**config.mk**
```make
export PLATFORM = sky130hd
export DESIGN_NAME = wbcr_regs
export DESIGN_NICKNAME = d
export VERILOG_FILES = /design/src/design/wbcr_pkg.sv /design/src/design/wbcr_ovp_decode.sv /design/src/design/wbcr_regs.sv
export SDC_FILE = /design/constraint.sdc
export NUM_CORES = 1
export LEC_CHECK = 0
export ABC_AREA = 1
export BUFFER_PORTS_ARGS = -buffer_cell sky130_fd_sc_hd__buf_2
export CORE_MARGIN = 2
export CORE_UTILIZATION = 55
export CTS_BUF_LIST = sky130_fd_sc_hd__clkbuf_8
export DETAILED_ROUTE_END_ITERATION = 10
export PLACE_DENSITY = 0.83
export SLEW_MARGIN = 20
export SYNTH_ARGS = -nofsm -noshare
export SYNTH_HDL_FRONTEND = slang
export SYNTH_SLANG_ARGS = --single-unit
export TNS_END_PERCENT = 10
```
**constraint.sdc**
```tcl
create_clock -name clk_sys_i -period 4.7 [get_ports clk_sys_i]
set_input_delay 1.175 -clock clk_sys_i [delete_from_list [all_inputs] [get_ports clk_sys_i]]
set_output_delay 1.175 -clock clk_sys_i [all_outputs]
set_load 0.03 [all_outputs]
```
**src/design/wbcr_pkg.sv**
```systemverilog
// constants, offsets and field layout of the boost control register bank
package wbcr_pkg;

  // register offsets on the serial register port
  localparam logic [7:0] WBCR_OFS_OVP_THRESHOLD = 8'h20;
  localparam logic [7:0] WBCR_OFS_FIXED_CFG_A   = 8'h21;
  localparam logic [7:0] WBCR_OFS_FIXED_CFG_B   = 8'h22;
  localparam logic [7:0] WBCR_OFS_ENABLE_STATUS = 8'h23;

  // field positions
  localparam int WBCR_OVP_CODE_LSB = 0;
  localparam int WBCR_OVP_CODE_W   = 6;
  localparam int WBCR_ON_BIT       = 0;
  localparam int WBCR_OK_BIT       = 1;
  localparam int WBCR_B23_WE_LO    = 2;
  localparam int WBCR_B23_RO_BIT   = 3;

  // writable masks of each register (write-exact bits are stored as written)
  localparam logic [7:0] WBCR_MASK_OVP_THRESHOLD = 8'h3f;
  localparam logic [7:0] WBCR_MASK_FIXED_CFG_A   = 8'h01;
  localparam logic [7:0] WBCR_MASK_FIXED_CFG_B   = 8'h3f;
  localparam logic [7:0] WBCR_MASK_ENABLE_STATUS = 8'hf5;

  // reset values of the stored bits
  localparam logic [5:0] WBCR_RST_OVP_CODE  = 6'h3f;
  localparam logic [7:0] WBCR_RST_FIXED_A   = 8'h00;
  localparam logic [7:0] WBCR_RST_FIXED_B   = 8'h00;
  localparam logic [7:0] WBCR_RST_ENABLE_ST = 8'h00;
  localparam logic [15:0] WBCR_RST_OVP_MV   = 16'h6f54; // decoded reset code, 28500 mV

  // value that read-only bits return
  localparam logic [7:0] WBCR_RO_FILL = 8'h00;

  // threshold table steps in millivolts
  localparam int WBCR_BASE_LOW_MV  = 5000;
  localparam int WBCR_STEP_LOW_MV  = 250;
  localparam int WBCR_RANGE_LOW_MV = 2000;
  localparam int WBCR_BASE_HIGH_MV = 13000;
  localparam int WBCR_STEP_HIGH_MV = 500;
  localparam int WBCR_RANGE_HIGH_MV = 4000;

endpackage : wbcr_pkg

```
**src/design/wbcr_ovp_decode.sv**
```systemverilog
// over-voltage threshold code to millivolt decoder, registered output
`timescale 1ns/1ps
module wbcr_ovp_decode (
  input  wire logic        clk_sys_i,  // system clock
  input  wire logic        srst_i,     // synchronous reset, high
  input  wire logic [5:0]  code_i,     // threshold code
  output logic      [15:0] mv_o        // threshold in millivolts
);
  import wbcr_pkg::*;

  logic [15:0] next_mv;

  // coarse range in upper bits, step in lower bits
  always_comb begin
    if (code_i[5] == 1'b0) begin
      next_mv = 16'(WBCR_BASE_LOW_MV + int'(code_i[4:3]) * WBCR_RANGE_LOW_MV
                + int'(code_i[2:0]) * WBCR_STEP_LOW_MV);
    end else begin
      next_mv = 16'(WBCR_BASE_HIGH_MV + int'(code_i[4:3]) * WBCR_RANGE_HIGH_MV
                + int'(code_i[2:0]) * WBCR_STEP_HIGH_MV);
    end
  end

  // register the decoded value
  always_ff @(posedge clk_sys_i) begin
    if (srst_i) begin
      mv_o <= WBCR_RST_OVP_MV;
    end else begin
      mv_o <= next_mv;
    end
  end
endmodule : wbcr_ovp_decode

```
**src/design/wbcr_regs.sv**
```systemverilog
// boost converter control and status register bank
//
// What this block does
// the converter enable output follows bit 0 of register 0x23, readable and writable.
// the enable is changed only by register writes on the serial register port, no pin.
// bit 1 of 0x23 reads 1 while output is OK and 0 while the sense node exceeds threshold.
// bits 5:0 of 0x20 are the threshold code, upper three coarse range, lower three step.
// the threshold code resets to 111111, the highest setting, and writes may lower it.
// read-only bits ignore writes and read as a fixed fill value.
// the host writes write-exact bits only with their defaults; they stay readable.
// the power-OK bit shows the live comparator each read, not a latched value.
//
// notes for users of this block
// - a write is taken on the edge where wr_en_i is high; the converter enable and
//   the threshold code follow one cycle later, the decoded millivolts one more.
// - a read is taken on the edge where rd_en_i is high; rvalid_o pulses one cycle
//   later and rdata_o holds until the next read.
// - a write and a read of one offset on one edge return the old stored value.
// - the power-OK bit is not stored: it is the comparator level at the read edge,
//   so a short excursion between two reads is not seen by the host.
// - write-exact bits are kept exactly as written so the host can read them back;
//   nothing in this block acts on them.
// - read-only bits return the fill value whatever was written.
// - unmapped offsets ignore writes and read as zero, with a normal valid pulse.
`timescale 1ns/1ps
module wbcr_regs (
  input  wire logic        clk_sys_i,    // system clock, 250 MHz
  input  wire logic        srst_i,       // synchronous reset, high
  input  wire logic        wr_en_i,      // register write strobe, one cycle
  input  wire logic        rd_en_i,      // register read strobe, one cycle
  input  wire logic [7:0]  addr_i,       // register offset
  input  wire logic [7:0]  wdata_i,      // write data
  input  wire logic        ov_above_i,   // comparator: sense node above threshold
  output logic      [7:0]  rdata_o,      // read data, valid with rvalid_o
  output logic             rvalid_o,     // read data valid pulse
  output logic             boost_on_o,   // converter enable
  output logic      [5:0]  ovp_threshold_code_o, // threshold code to analog
  output logic      [15:0] ovp_mv_o      // decoded threshold in millivolts
);
  import wbcr_pkg::*;

  ////////////////////////////////////////////////////////////////////////
  // elaboration checks on the package layout

  // code field must be bits 5:0 to match the code port
  if (WBCR_OVP_CODE_W != 6 || WBCR_OVP_CODE_LSB != 0) begin : g_chk_code_field
    $error("threshold code field must sit in bits 5 to 0");
  end

  // threshold register stores only the code field
  if (WBCR_MASK_OVP_THRESHOLD != 8'h3f) begin : g_chk_ovp_mask
    $error("threshold register mask must cover the code field only");
  end

  // enable bit must be writable, status and read-only bits must not be
  if (!WBCR_MASK_ENABLE_STATUS[WBCR_ON_BIT]
      || WBCR_MASK_ENABLE_STATUS[WBCR_OK_BIT]
      || WBCR_MASK_ENABLE_STATUS[WBCR_B23_RO_BIT]) begin : g_chk_en_mask
    $error("enable register mask does not fit its bit layout");
  end

  // enable, status and read-only bits must be distinct positions
  if (WBCR_ON_BIT == WBCR_OK_BIT || WBCR_OK_BIT == WBCR_B23_RO_BIT
      || WBCR_ON_BIT == WBCR_B23_RO_BIT) begin : g_chk_bit_pos
    $error("enable register bit positions overlap");
  end

  // write-exact bit 2 must be stored
  if (!WBCR_MASK_ENABLE_STATUS[WBCR_B23_WE_LO]) begin : g_chk_we_bit
    $error("write-exact bit of the enable register must be stored");
  end

  ////////////////////////////////////////////////////////////////////////
  // stored fields

  logic [5:0] ovp_code;
  logic [7:0] fixed_a;
  logic [7:0] fixed_b;
  logic [7:0] en_st;
  logic [7:0] next_rdata;
  logic       wr_ovp;  // write hit, threshold register
  logic       wr_enst; // write hit, enable/status register

  // write address decode, shared by store and output flops
  always_comb begin
    wr_ovp  = wr_en_i && (addr_i == WBCR_OFS_OVP_THRESHOLD);
    wr_enst = wr_en_i && (addr_i == WBCR_OFS_ENABLE_STATUS);
  end

  // threshold code register
  always_ff @(posedge clk_sys_i) begin
    if (srst_i) begin
      ovp_code <= WBCR_RST_OVP_CODE;
    end else if (wr_ovp) begin
      ovp_code <= wdata_i[5:0] & WBCR_MASK_OVP_THRESHOLD[5:0];
    end
  end

  // write-exact holding registers, stored as written
  always_ff @(posedge clk_sys_i) begin
    if (srst_i) begin
      fixed_a <= WBCR_RST_FIXED_A;
      fixed_b <= WBCR_RST_FIXED_B;
    end else if (wr_en_i) begin
      if (addr_i == WBCR_OFS_FIXED_CFG_A) begin
        fixed_a <= wdata_i & WBCR_MASK_FIXED_CFG_A;
      end
      if (addr_i == WBCR_OFS_FIXED_CFG_B) begin
        fixed_b <= wdata_i & WBCR_MASK_FIXED_CFG_B;
      end
    end
  end

  // enable and write-exact bits of the enable/status register
  always_ff @(posedge clk_sys_i) begin
    if (srst_i) begin
      en_st <= WBCR_RST_ENABLE_ST;
    end else if (wr_enst) begin
      en_st <= wdata_i & WBCR_MASK_ENABLE_STATUS;
    end
  end

  ////////////////////////////////////////////////////////////////////////
  // outputs to the converter

  // enable and code driven from flops
  // the write data is forwarded so the pins move one cycle after the write
  // edge, not two; otherwise they mirror the stored fields
  always_ff @(posedge clk_sys_i) begin
    if (srst_i) begin
      boost_on_o           <= 1'b0;
      ovp_threshold_code_o <= WBCR_RST_OVP_CODE;
    end else begin
      boost_on_o           <= wr_enst
                              ? wdata_i[WBCR_ON_BIT] : en_st[WBCR_ON_BIT];
      ovp_threshold_code_o <= wr_ovp
                              ? wdata_i[5:0] : ovp_code;
    end
  end

  // threshold decoder
  wbcr_ovp_decode u_decode (
    .clk_sys_i (clk_sys_i),
    .srst_i    (srst_i),
    .code_i    (ovp_code),
    .mv_o      (ovp_mv_o)
  );

  ////////////////////////////////////////////////////////////////////////
  // read path

  // read mux, status sampled live
  // the ok bit is taken from the comparator at the read edge, never stored
  always_comb begin
    next_rdata = 8'h00;
    unique case (addr_i)
      WBCR_OFS_OVP_THRESHOLD: begin
        next_rdata = (WBCR_RO_FILL & ~WBCR_MASK_OVP_THRESHOLD) | {2'b00, ovp_code};
      end
      WBCR_OFS_FIXED_CFG_A: begin
        next_rdata = (WBCR_RO_FILL & ~WBCR_MASK_FIXED_CFG_A) | fixed_a;
      end
      WBCR_OFS_FIXED_CFG_B: begin
        next_rdata = (WBCR_RO_FILL & ~WBCR_MASK_FIXED_CFG_B) | fixed_b;
      end
      WBCR_OFS_ENABLE_STATUS: begin
        next_rdata = en_st;
        next_rdata[WBCR_OK_BIT] = ~ov_above_i;
        next_rdata[WBCR_B23_RO_BIT] = WBCR_RO_FILL[WBCR_B23_RO_BIT];
      end
      default: begin
        next_rdata = 8'h00; // unmapped reads zero
      end
    endcase
  end

  // read data register
  always_ff @(posedge clk_sys_i) begin
    if (srst_i) begin
      rdata_o  <= 8'h00;
      rvalid_o <= 1'b0;
    end else begin
      rvalid_o <= rd_en_i;
      if (rd_en_i) begin
        rdata_o <= next_rdata;
      end
    end
  end

endmodule : wbcr_regs

```
### After elaboration in Yosys (flattened, before gate mapping)

Index checks and enable logic that the tools add are counted.

* logic and storage cells: 28
* output and inout port bits: 32
* flip-flop bits (word level): 45

* bitwise operators: 1
* eq/ne operators: 4
* $mul: 4
* add/sub/neg operators: 4
* multiplexer cells: 3
* reduce and logical (&&, ||, !) cells: 4

Operator list (number)
* $add 16x16->16: 2
* $eq 8x6->1 const B: 4
* $pmux 8 s4: 1
* $mul 3x7->10 const B: 2
* $mul 2x7->9 const B: 2
* $add 14x16->16 const A: 1
* $add 15x16->16 const A: 1
* $mux 16: 1
* $reduce_and 2->1: 2
* $logic_and 1x1->1: 2
* $mux 1: 1
* $not 1->1: 1

### Logic depth before layout (Yosys ltp)

Gate-level depths: netlist of run 1.

* word-level depth: 4
* gate-level depth with buffers: 22

### Hierarchy

A second synthesis of run 1 with hierarchy kept.

* cell total of the unflattened synthesis: 459
* area total of the unflattened synthesis: 3340.7 um^2

Modules (own cells, without submodules)
* wbcr_ovp_decode: area each 1928.1 um^2, instances 1, cells an instance 287, sequential area each 300.3 um^2
* wbcr_regs: area each 1412.6 um^2, instances 1, cells an instance 172, sequential area each 580.6 um^2

### Least setup slack after synthesis of run 1

No wires, ideal clock.

* path kind: flip-flop to flip-flop
* from: register ovp_threshold_code_o[1] (netlist name)
* to: register u_decode.mv_o[13]
* setup time: 0.134 ns
* data arrival time: 3.572 ns
* stages on the path, launching flop included: 21
* period minus slack after synthesis: 3.705 ns
* setup slack: 0.995 ns
* cells stage by stage: dfxtp_1 inv_1 fa_1 nor2_1 nor2_1 ha_1 nor2_1 fa_1 inv_1 ha_1 inv_1 ha_1 nand2_1 nor2_1 nand2_1 nand2_1 nand2_1 nand2_1 nand2_1 nand3_1 nand3_1

RTL lines
* end signal: assignment: RTL line wbcr_ovp_decode.sv:29 `mv_o <= next_mv;`
* end: declaration: RTL line wbcr_ovp_decode.sv:7 `output logic [15:0] mv_o`

==> results of run 1 <==
==> path summary, 6_finish.rpt <==
| path | from | endpoint | slack [ns] | cells past startpoint |
|---|---|---|---|---|
| setup / recovery | ovp_threshold_code_o[1] | u_decode.mv_o[13] | 0.79 | 20 |
| setup reg to reg | ovp_threshold_code_o[1] | u_decode.mv_o[13] | 0.79 | 20 |
| hold / removal | fixed_a[0] | fixed_a[0] | 0.45 | 2 |
| hold reg to reg | fixed_a[0] | fixed_a[0] | 0.45 | 2 |
==> through the flow <==
stage,std cells,setup slack (ns),instance area [µm²]
finish,575,0.790,3580
global route,575,0.402,3580
CTS,575,0.804,3580
detailed placement,567,0.894,3460
global placement,567,0.990,3460
floorplan,457,0.995,3200
==> synth_stat cells, types with 3 or more instances <==
cell | instances | area share [%]
o21ai_0 | 15 | 2.3
buf_4 | 3 | 0.70
nor2_4 | 3 | 1.1
inv_1 | 68 | 8.0
nand2_1 | 117 | 14
nand3b_1 | 3 | 0.70
nand2_2 | 3 | 0.59
ha_1 | 42 | 16
nand3_1 | 59 | 9.2
buf_2 | 3 | 0.47
dfxtp_1 | 44 | 28
clkbuf_1 | 4 | 0.47
nor2_1 | 20 | 2.3
o211ai_1 | 7 | 1.6
a21oi_1 | 36 | 5.6
fa_1 | 4 | 2.5
==> final cells by class <==
class	count	area share (%)
multi-input combinational	330	55.0
sequential	44	24.6
inverter	70	7.35
timing repair buffer	51	7.14
tap	72	2.52
clock buffer	6	2.31
clock inverter	2	1.08
==> worst min-delay path: stages (launching register included) <==
cell	delay, ns
dfxtp_1	0.31
inv_1	0.04
a21oi_1	0.05
==> cell families (layout without fill, tap and decap cells) <==
group                    after synthesis  after routing  share of synthesized area, %
adder cells (fa/ha/maj)               46             46                          18.9
buffers and inverters                 83            129                          11.0
other                                  1              1                         0.117
AND/OR/NAND/NOR                      216            216                          30.5
AO/OA/AOI/OAI                         65             65                          11.3
flip-flops                            44             44                          27.5
XOR/XNOR                               2              2                         0.547
==> cell usage in the layout, fill, tap and decap left out, types with 3 or more instances in the layout <==
cell and count:
nand2_1 117, inv_1 68, nand3_1 59, buf_2 51
dfxtp_1 44, ha_1 42, a21oi_1 36, nor2_1 20
o21ai_0 15, o211ai_1 7, clkbuf_8 6, fa_1 4
nor2_4 3, nand2_2 3, nand3b_1 3
==> sequential cells by signal (all words and copies together) (netlist names) <==
name	flops
fixed_a	1
rdata_o	8
fixed_b	6
u_decode.mv_o	15
rvalid_o	1
ovp_threshold_code_o	6
boost_on_o	1
en_st	6
==> layer usage <==
metal  routed length (µm)  up-vias  GRT usage, %
li1                     -     1566             -
met1                 3440     1379          32.8
met2                 3710      120          42.8
met3                  512        6          3.93
met4                   68        0          4.92
met5                    0        -             0
==> power breakdown <==
part | switching, mW | leakage, nW | internal (mW) | total, mW
Clock | 0.139 | 0.0614 | 0.174 | 0.313
Combinational | 0.0444 | 1.39 | 0.0196 | 0.0641
Sequential | 0.000941 | 0.356 | 0.375 | 0.376
==> key figures, run 1 <==
Power
  • Power per cell area: 211 mW/mm²
  • LEAKAGE: 1.81 nW
  • Final total power: 753 µW
  • Peak supply drop: 195 µV

Timing
  • Final Max Tran Viols: 0
  • Worst-Margin Slew: 0.773 ns
  • Slew margin rel.: 48.4%
  • Max Freq: 0.256 GHz
  • Setup TNS: 0 ns
  • RSZ-0062 raised after global routing: no
  • Worst hold margin: 0.447 ns
  • Clock skew: 0.0126 ns
  • Final setup viols: 0
  • Part of the cycle the worst path needs: 83.2%
  • Tmin final: 3.91 ns
  • Count of final hold-check violations: 0

Final layout
  • Synthesis-to-layout area growth: 11.8%
  • Layout cells sized above 1: 14.9%
  • Reg area: 881 µm²
  • Area taken by multi-input logic gates: 0.00197 mm²
  • Inserted Diodes: 0
  • Final core area utilization: 64.2%
  • # fillers: 490
  • Layout Nets: 569

Setup path
  • Crit start category: flop
  • Critical path class: flop to flop
  • CP top delay family: adder cells
  • Slowest CP cell: fa_1
  • Crit-path cells: inv_1 > fa_1 > nor2_1 > nor2_1 > ha_1 > nor2_1 > fa_1 > inv_1 > ha_1 > inv_1 > ha_1 > nand2_1 > nor2_1 > nand2_1 > nand2_1 > nand2_1 > nand2_1 > nand2_1 > nand3_1 > nand3_1
  • Max FO, Critical Path: 7
  • Slowest Stage Delay on Critical Path: 0.65 ns
  • CP bufs+invs: 3
  • Most common cell on crit path: nand2_1
  • Critical Path End Type: flop
  • Critical path arrival: 4.07 ns
  • Critical Path RT: 4.86 ns

Placement
  • Hpwl dp: 5780 µm
  • Placer Congestion: 0.936
  • PortBufs: 51

Die
  • Core Box Area: 0.00557 mm²
  • Site Rows: 27
  • Die Y: 80.3 µm
  • Die area: 0.00645 mm²
  • Boundary Pins: 53
  • Initial Util: 57.4%
  • Die W: 80.3 µm

Synth
  • Synth Cell Area: 0.00320 mm²
  • Cells after synthesis: 457
  • Syn_area_per_cell: 7.00 µm²
  • Warnings, synthesis: 0
  • Register area share after synthesis: 27.5%
  • Yosys reg bits: 44
  • Netlist cell types: 36
  • Most used DFF post-synth: dfxtp_1
  • Number of flops mapped to enable cells by yosys: 0
  • Post-Syn Nets: 524
  • Asr flop ratio synth: 0%

CTS
  • Setup bufs post-CTS: 0
  • Clk root buf: clkbuf_8
  • Post-cts resize count: 0
  • H-tree depth: 2
  • Clk buf depth: 2
  • Clk slew on worst S/H paths: 0.09 ns
  • Clk Latency, worst-skew pair: 0.30 ns
  • Clock Sinks: 44
  • CTS tree: done
  • Cts hold-fix bufs: 0
  • TritonCTS buffer count: 5

GRT
  • Largest net degree at the start of global routing: 24
  • Initial antenna violation count: 0
  • GR Util All Layers: 24.8%
  • First-pass GRT wire length: 12600 µm
  • Remaining global-route overflow: 0
  • Vias in the first global route: 2741

Routing
  • # DRC: 0
  • Via count: 3071
  • WL per Instance: 13.4 µm
  • Vias per cell: 5.34
  • Routed Antenna Nets: 0
  • DR pass1 iterations: 4
  • Post-Route WL: 7730 µm
  • 1st-iter DRT viols: 198

Hold path
  • Hold crit path type: flop to flop

Status
  • Status: finished clean

Flow run
  • Max-cap viol count: 0
Note: power is estimated with default switching activity, not from simulation.
==> run 2: changes to the inputs <==
clock period = 3.9 ns   (was 4.7 ns; I/O delays follow)
==> run 2 against run 1 <==
- setup slack worse by 0.50 ns
- non-clock buffer count up 3
- utilization increased by 0.18 points
- critical endpoint unchanged
==> key figures, run 2 (same netlist as run 1, synthesis figures left out) <==
Die
  • Die area: 0.00645 mm²
  • Die W: 80.3 µm
  • Core Box Area: 0.00557 mm²
  • Site Rows: 27
  • Initial Util: 57.4%
  • Boundary Pins: 53
  • Die Y: 80.3 µm

Setup path
  • Critical Path RT: 4.07 ns
  • Most common cell on crit path: nand2_1
  • Max FO, Critical Path: 6
  • Slowest CP cell: fa_2
  • CP bufs+invs: 3
  • Critical path arrival: 3.78 ns
  • Crit start category: flop
  • Critical path class: flop to flop
  • Slowest Stage Delay on Critical Path: 0.64 ns
  • CP top delay family: adder cells
  • Crit-path cells: inv_1 > fa_2 > nor2_1 > nor2_1 > ha_1 > nor2_2 > fa_1 > inv_1 > ha_1 > inv_1 > ha_2 > nand2_1 > nor2_1 > nand2_1 > nand2_1 > nand2_1 > nand2_1 > nand2_1 > nand3_1 > nand3_1
  • Critical Path End Type: flop

Final layout
  • Largest regs: u_decode.mv_o: 15 flops, rdata_o: 8 flops
  • # fillers: 523
  • Synthesis-to-layout area growth: 12.1%
  • Top reg by flops: u_decode.mv_o
  • Inserted Diodes: 0
  • Area taken by multi-input logic gates: 0.00198 mm²
  • Commonest non-fill, non-tap cell in the layout: nand2_1
  • Max FFs per register: 15
  • Layout cells sized above 1: 16.4%
  • Layout Nets: 572
  • Commonest cells after routing, fill and taps aside: 117 x nand2_1, 68 x inv_1, 59 x nand3_1
  • Reg area: 882 µm²

Placement
  • Hpwl dp: 6080 µm
  • Place WS: 0.150 ns
  • Placer Congestion: 0.953
  • PortBufs: 51

Power
  • Seq pwr share: 54.4%
  • Power per cell area: 232 mW/mm²
  • LEAKAGE: 1.80 nW
  • Peak supply drop: 157 µV
  • Final total power: 833 µW
  • Internal power: 617 µW
  • Clk pwr share: 36.3%
  • Switch Pwr: 215 µW
  • Gate power share: 9.3%
  • Sw frac: 25.9%

Timing
  • Count of final hold-check violations: 0
  • Clock skew: 0.00396 ns
  • Slew margin rel.: 46.8%
  • Worst hold margin: 0.457 ns
  • Worst-Margin Slew: 0.798 ns
  • Part of the cycle the worst path needs: 92.6%
  • Final setup viols: 0
  • Final WS setup: 0.289 ns
  • Final Max Tran Viols: 0
  • Max Freq: 0.277 GHz
  • Tmin final: 3.61 ns

Routing
  • DR pass1 iterations: 5
  • 1st-iter DRT viols: 202
  • Post-Route WL: 8040 µm
  • # DRC: 0
  • M1 WL: 3530 µm
  • Via count: 3165
  • Met3 WL: 424 µm
  • Routed Antenna Nets: 0
  • Vias per cell: 5.48
  • WL per Instance: 13.9 µm
  • Max layer used: met4
  • Metal2 WL: 3890 µm

CTS
  • Setup bufs post-CTS: 0
  • Clk buf depth: 2
  • CTS tree: done
  • H-tree depth: 2
  • Clock Sinks: 44
  • Cts hold-fix bufs: 0
  • TritonCTS buffer count: 5
  • Clk root buf: clkbuf_8
  • Clk slew on worst S/H paths: 0.08 ns
  • Clk Latency, worst-skew pair: 0.30 ns

GRT
  • Initial antenna violation count: 0
  • First-pass GRT wire length: 13000 µm
  • Largest net degree at the start of global routing: 24
  • Vias in the first global route: 2873
  • Remaining global-route overflow: 0
  • GR Util All Layers: 25.5%

Hold path
  • Hold crit path type: flop to flop

Status
  • Status: finished clean

Flow run
  • Max-cap viol count: 0
[run 2: path summary, 6_finish.rpt]
path	start	slack (ns)	endpoint	depth (start not counted)
setup reg to reg	ovp_threshold_code_o[1]	0.29	u_decode.mv_o[13]	20
setup / recovery	ovp_threshold_code_o[1]	0.29	u_decode.mv_o[13]	20
hold / removal	fixed_a[0]	0.46	fixed_a[0]	2
hold reg to reg	fixed_a[0]	0.46	fixed_a[0]	2
[run 2: repair_timing]
item	CTS	global route
resized for setup	0	6
hold endpoints to repair	0	0
endpoints found under the setup margin	0	9
[run 2: area by class of cell]
type                       count  share of cell area (%)
inverter                      70                    7.32
sequential                    44                    24.6
clock inverter                 2                   0.314
tap                           72                    2.51
timing repair buffer          54                    7.74
clock buffer                   6                    2.30
multi-input combinational    330                    55.2
[run 2: power by group through the flow]
stage	clock network (mW)	registers (mW)	logic, mW
finish	0.302	0.453	0.0777
global route	0.323	0.453	0.0860
CTS	0.303	0.453	0.0768
detailed placement	0	0.464	0.0763
global placement	0	0.464	0.0750
floorplan	0	0.470	0.0463
[run 2: stage by stage]
stage	setup TNS, ns	util [%]	instance area (µm²)	std cells
detailed placement	0	62.4	3480	570
finish	0	64.4	3590	578
global route	-0.0291	64.4	3590	578
CTS	0	64.1	3570	578
global placement	0	62.4	3480	570
floorplan	0	-	3200	457
[run 2: worst register-to-register path: cells and delay by family, from the launching register on]
family                     cells  cell delay [ns]
adders and majority gates      5             1.97
buffers and inverters          3             0.20
DFF                            1             0.34
and+or+nand+nor               12             0.99
[run 2: routing by layer]
| metal | track usage, % | vias up |
|---|---|---|
| li1 | - | 1568 |
| met5 | 0 | - |
| met1 | 32.8 | 1469 |
| met3 | 4.04 | 18 |
| met2 | 43.1 | 110 |
| met4 | 9.32 | 0 |
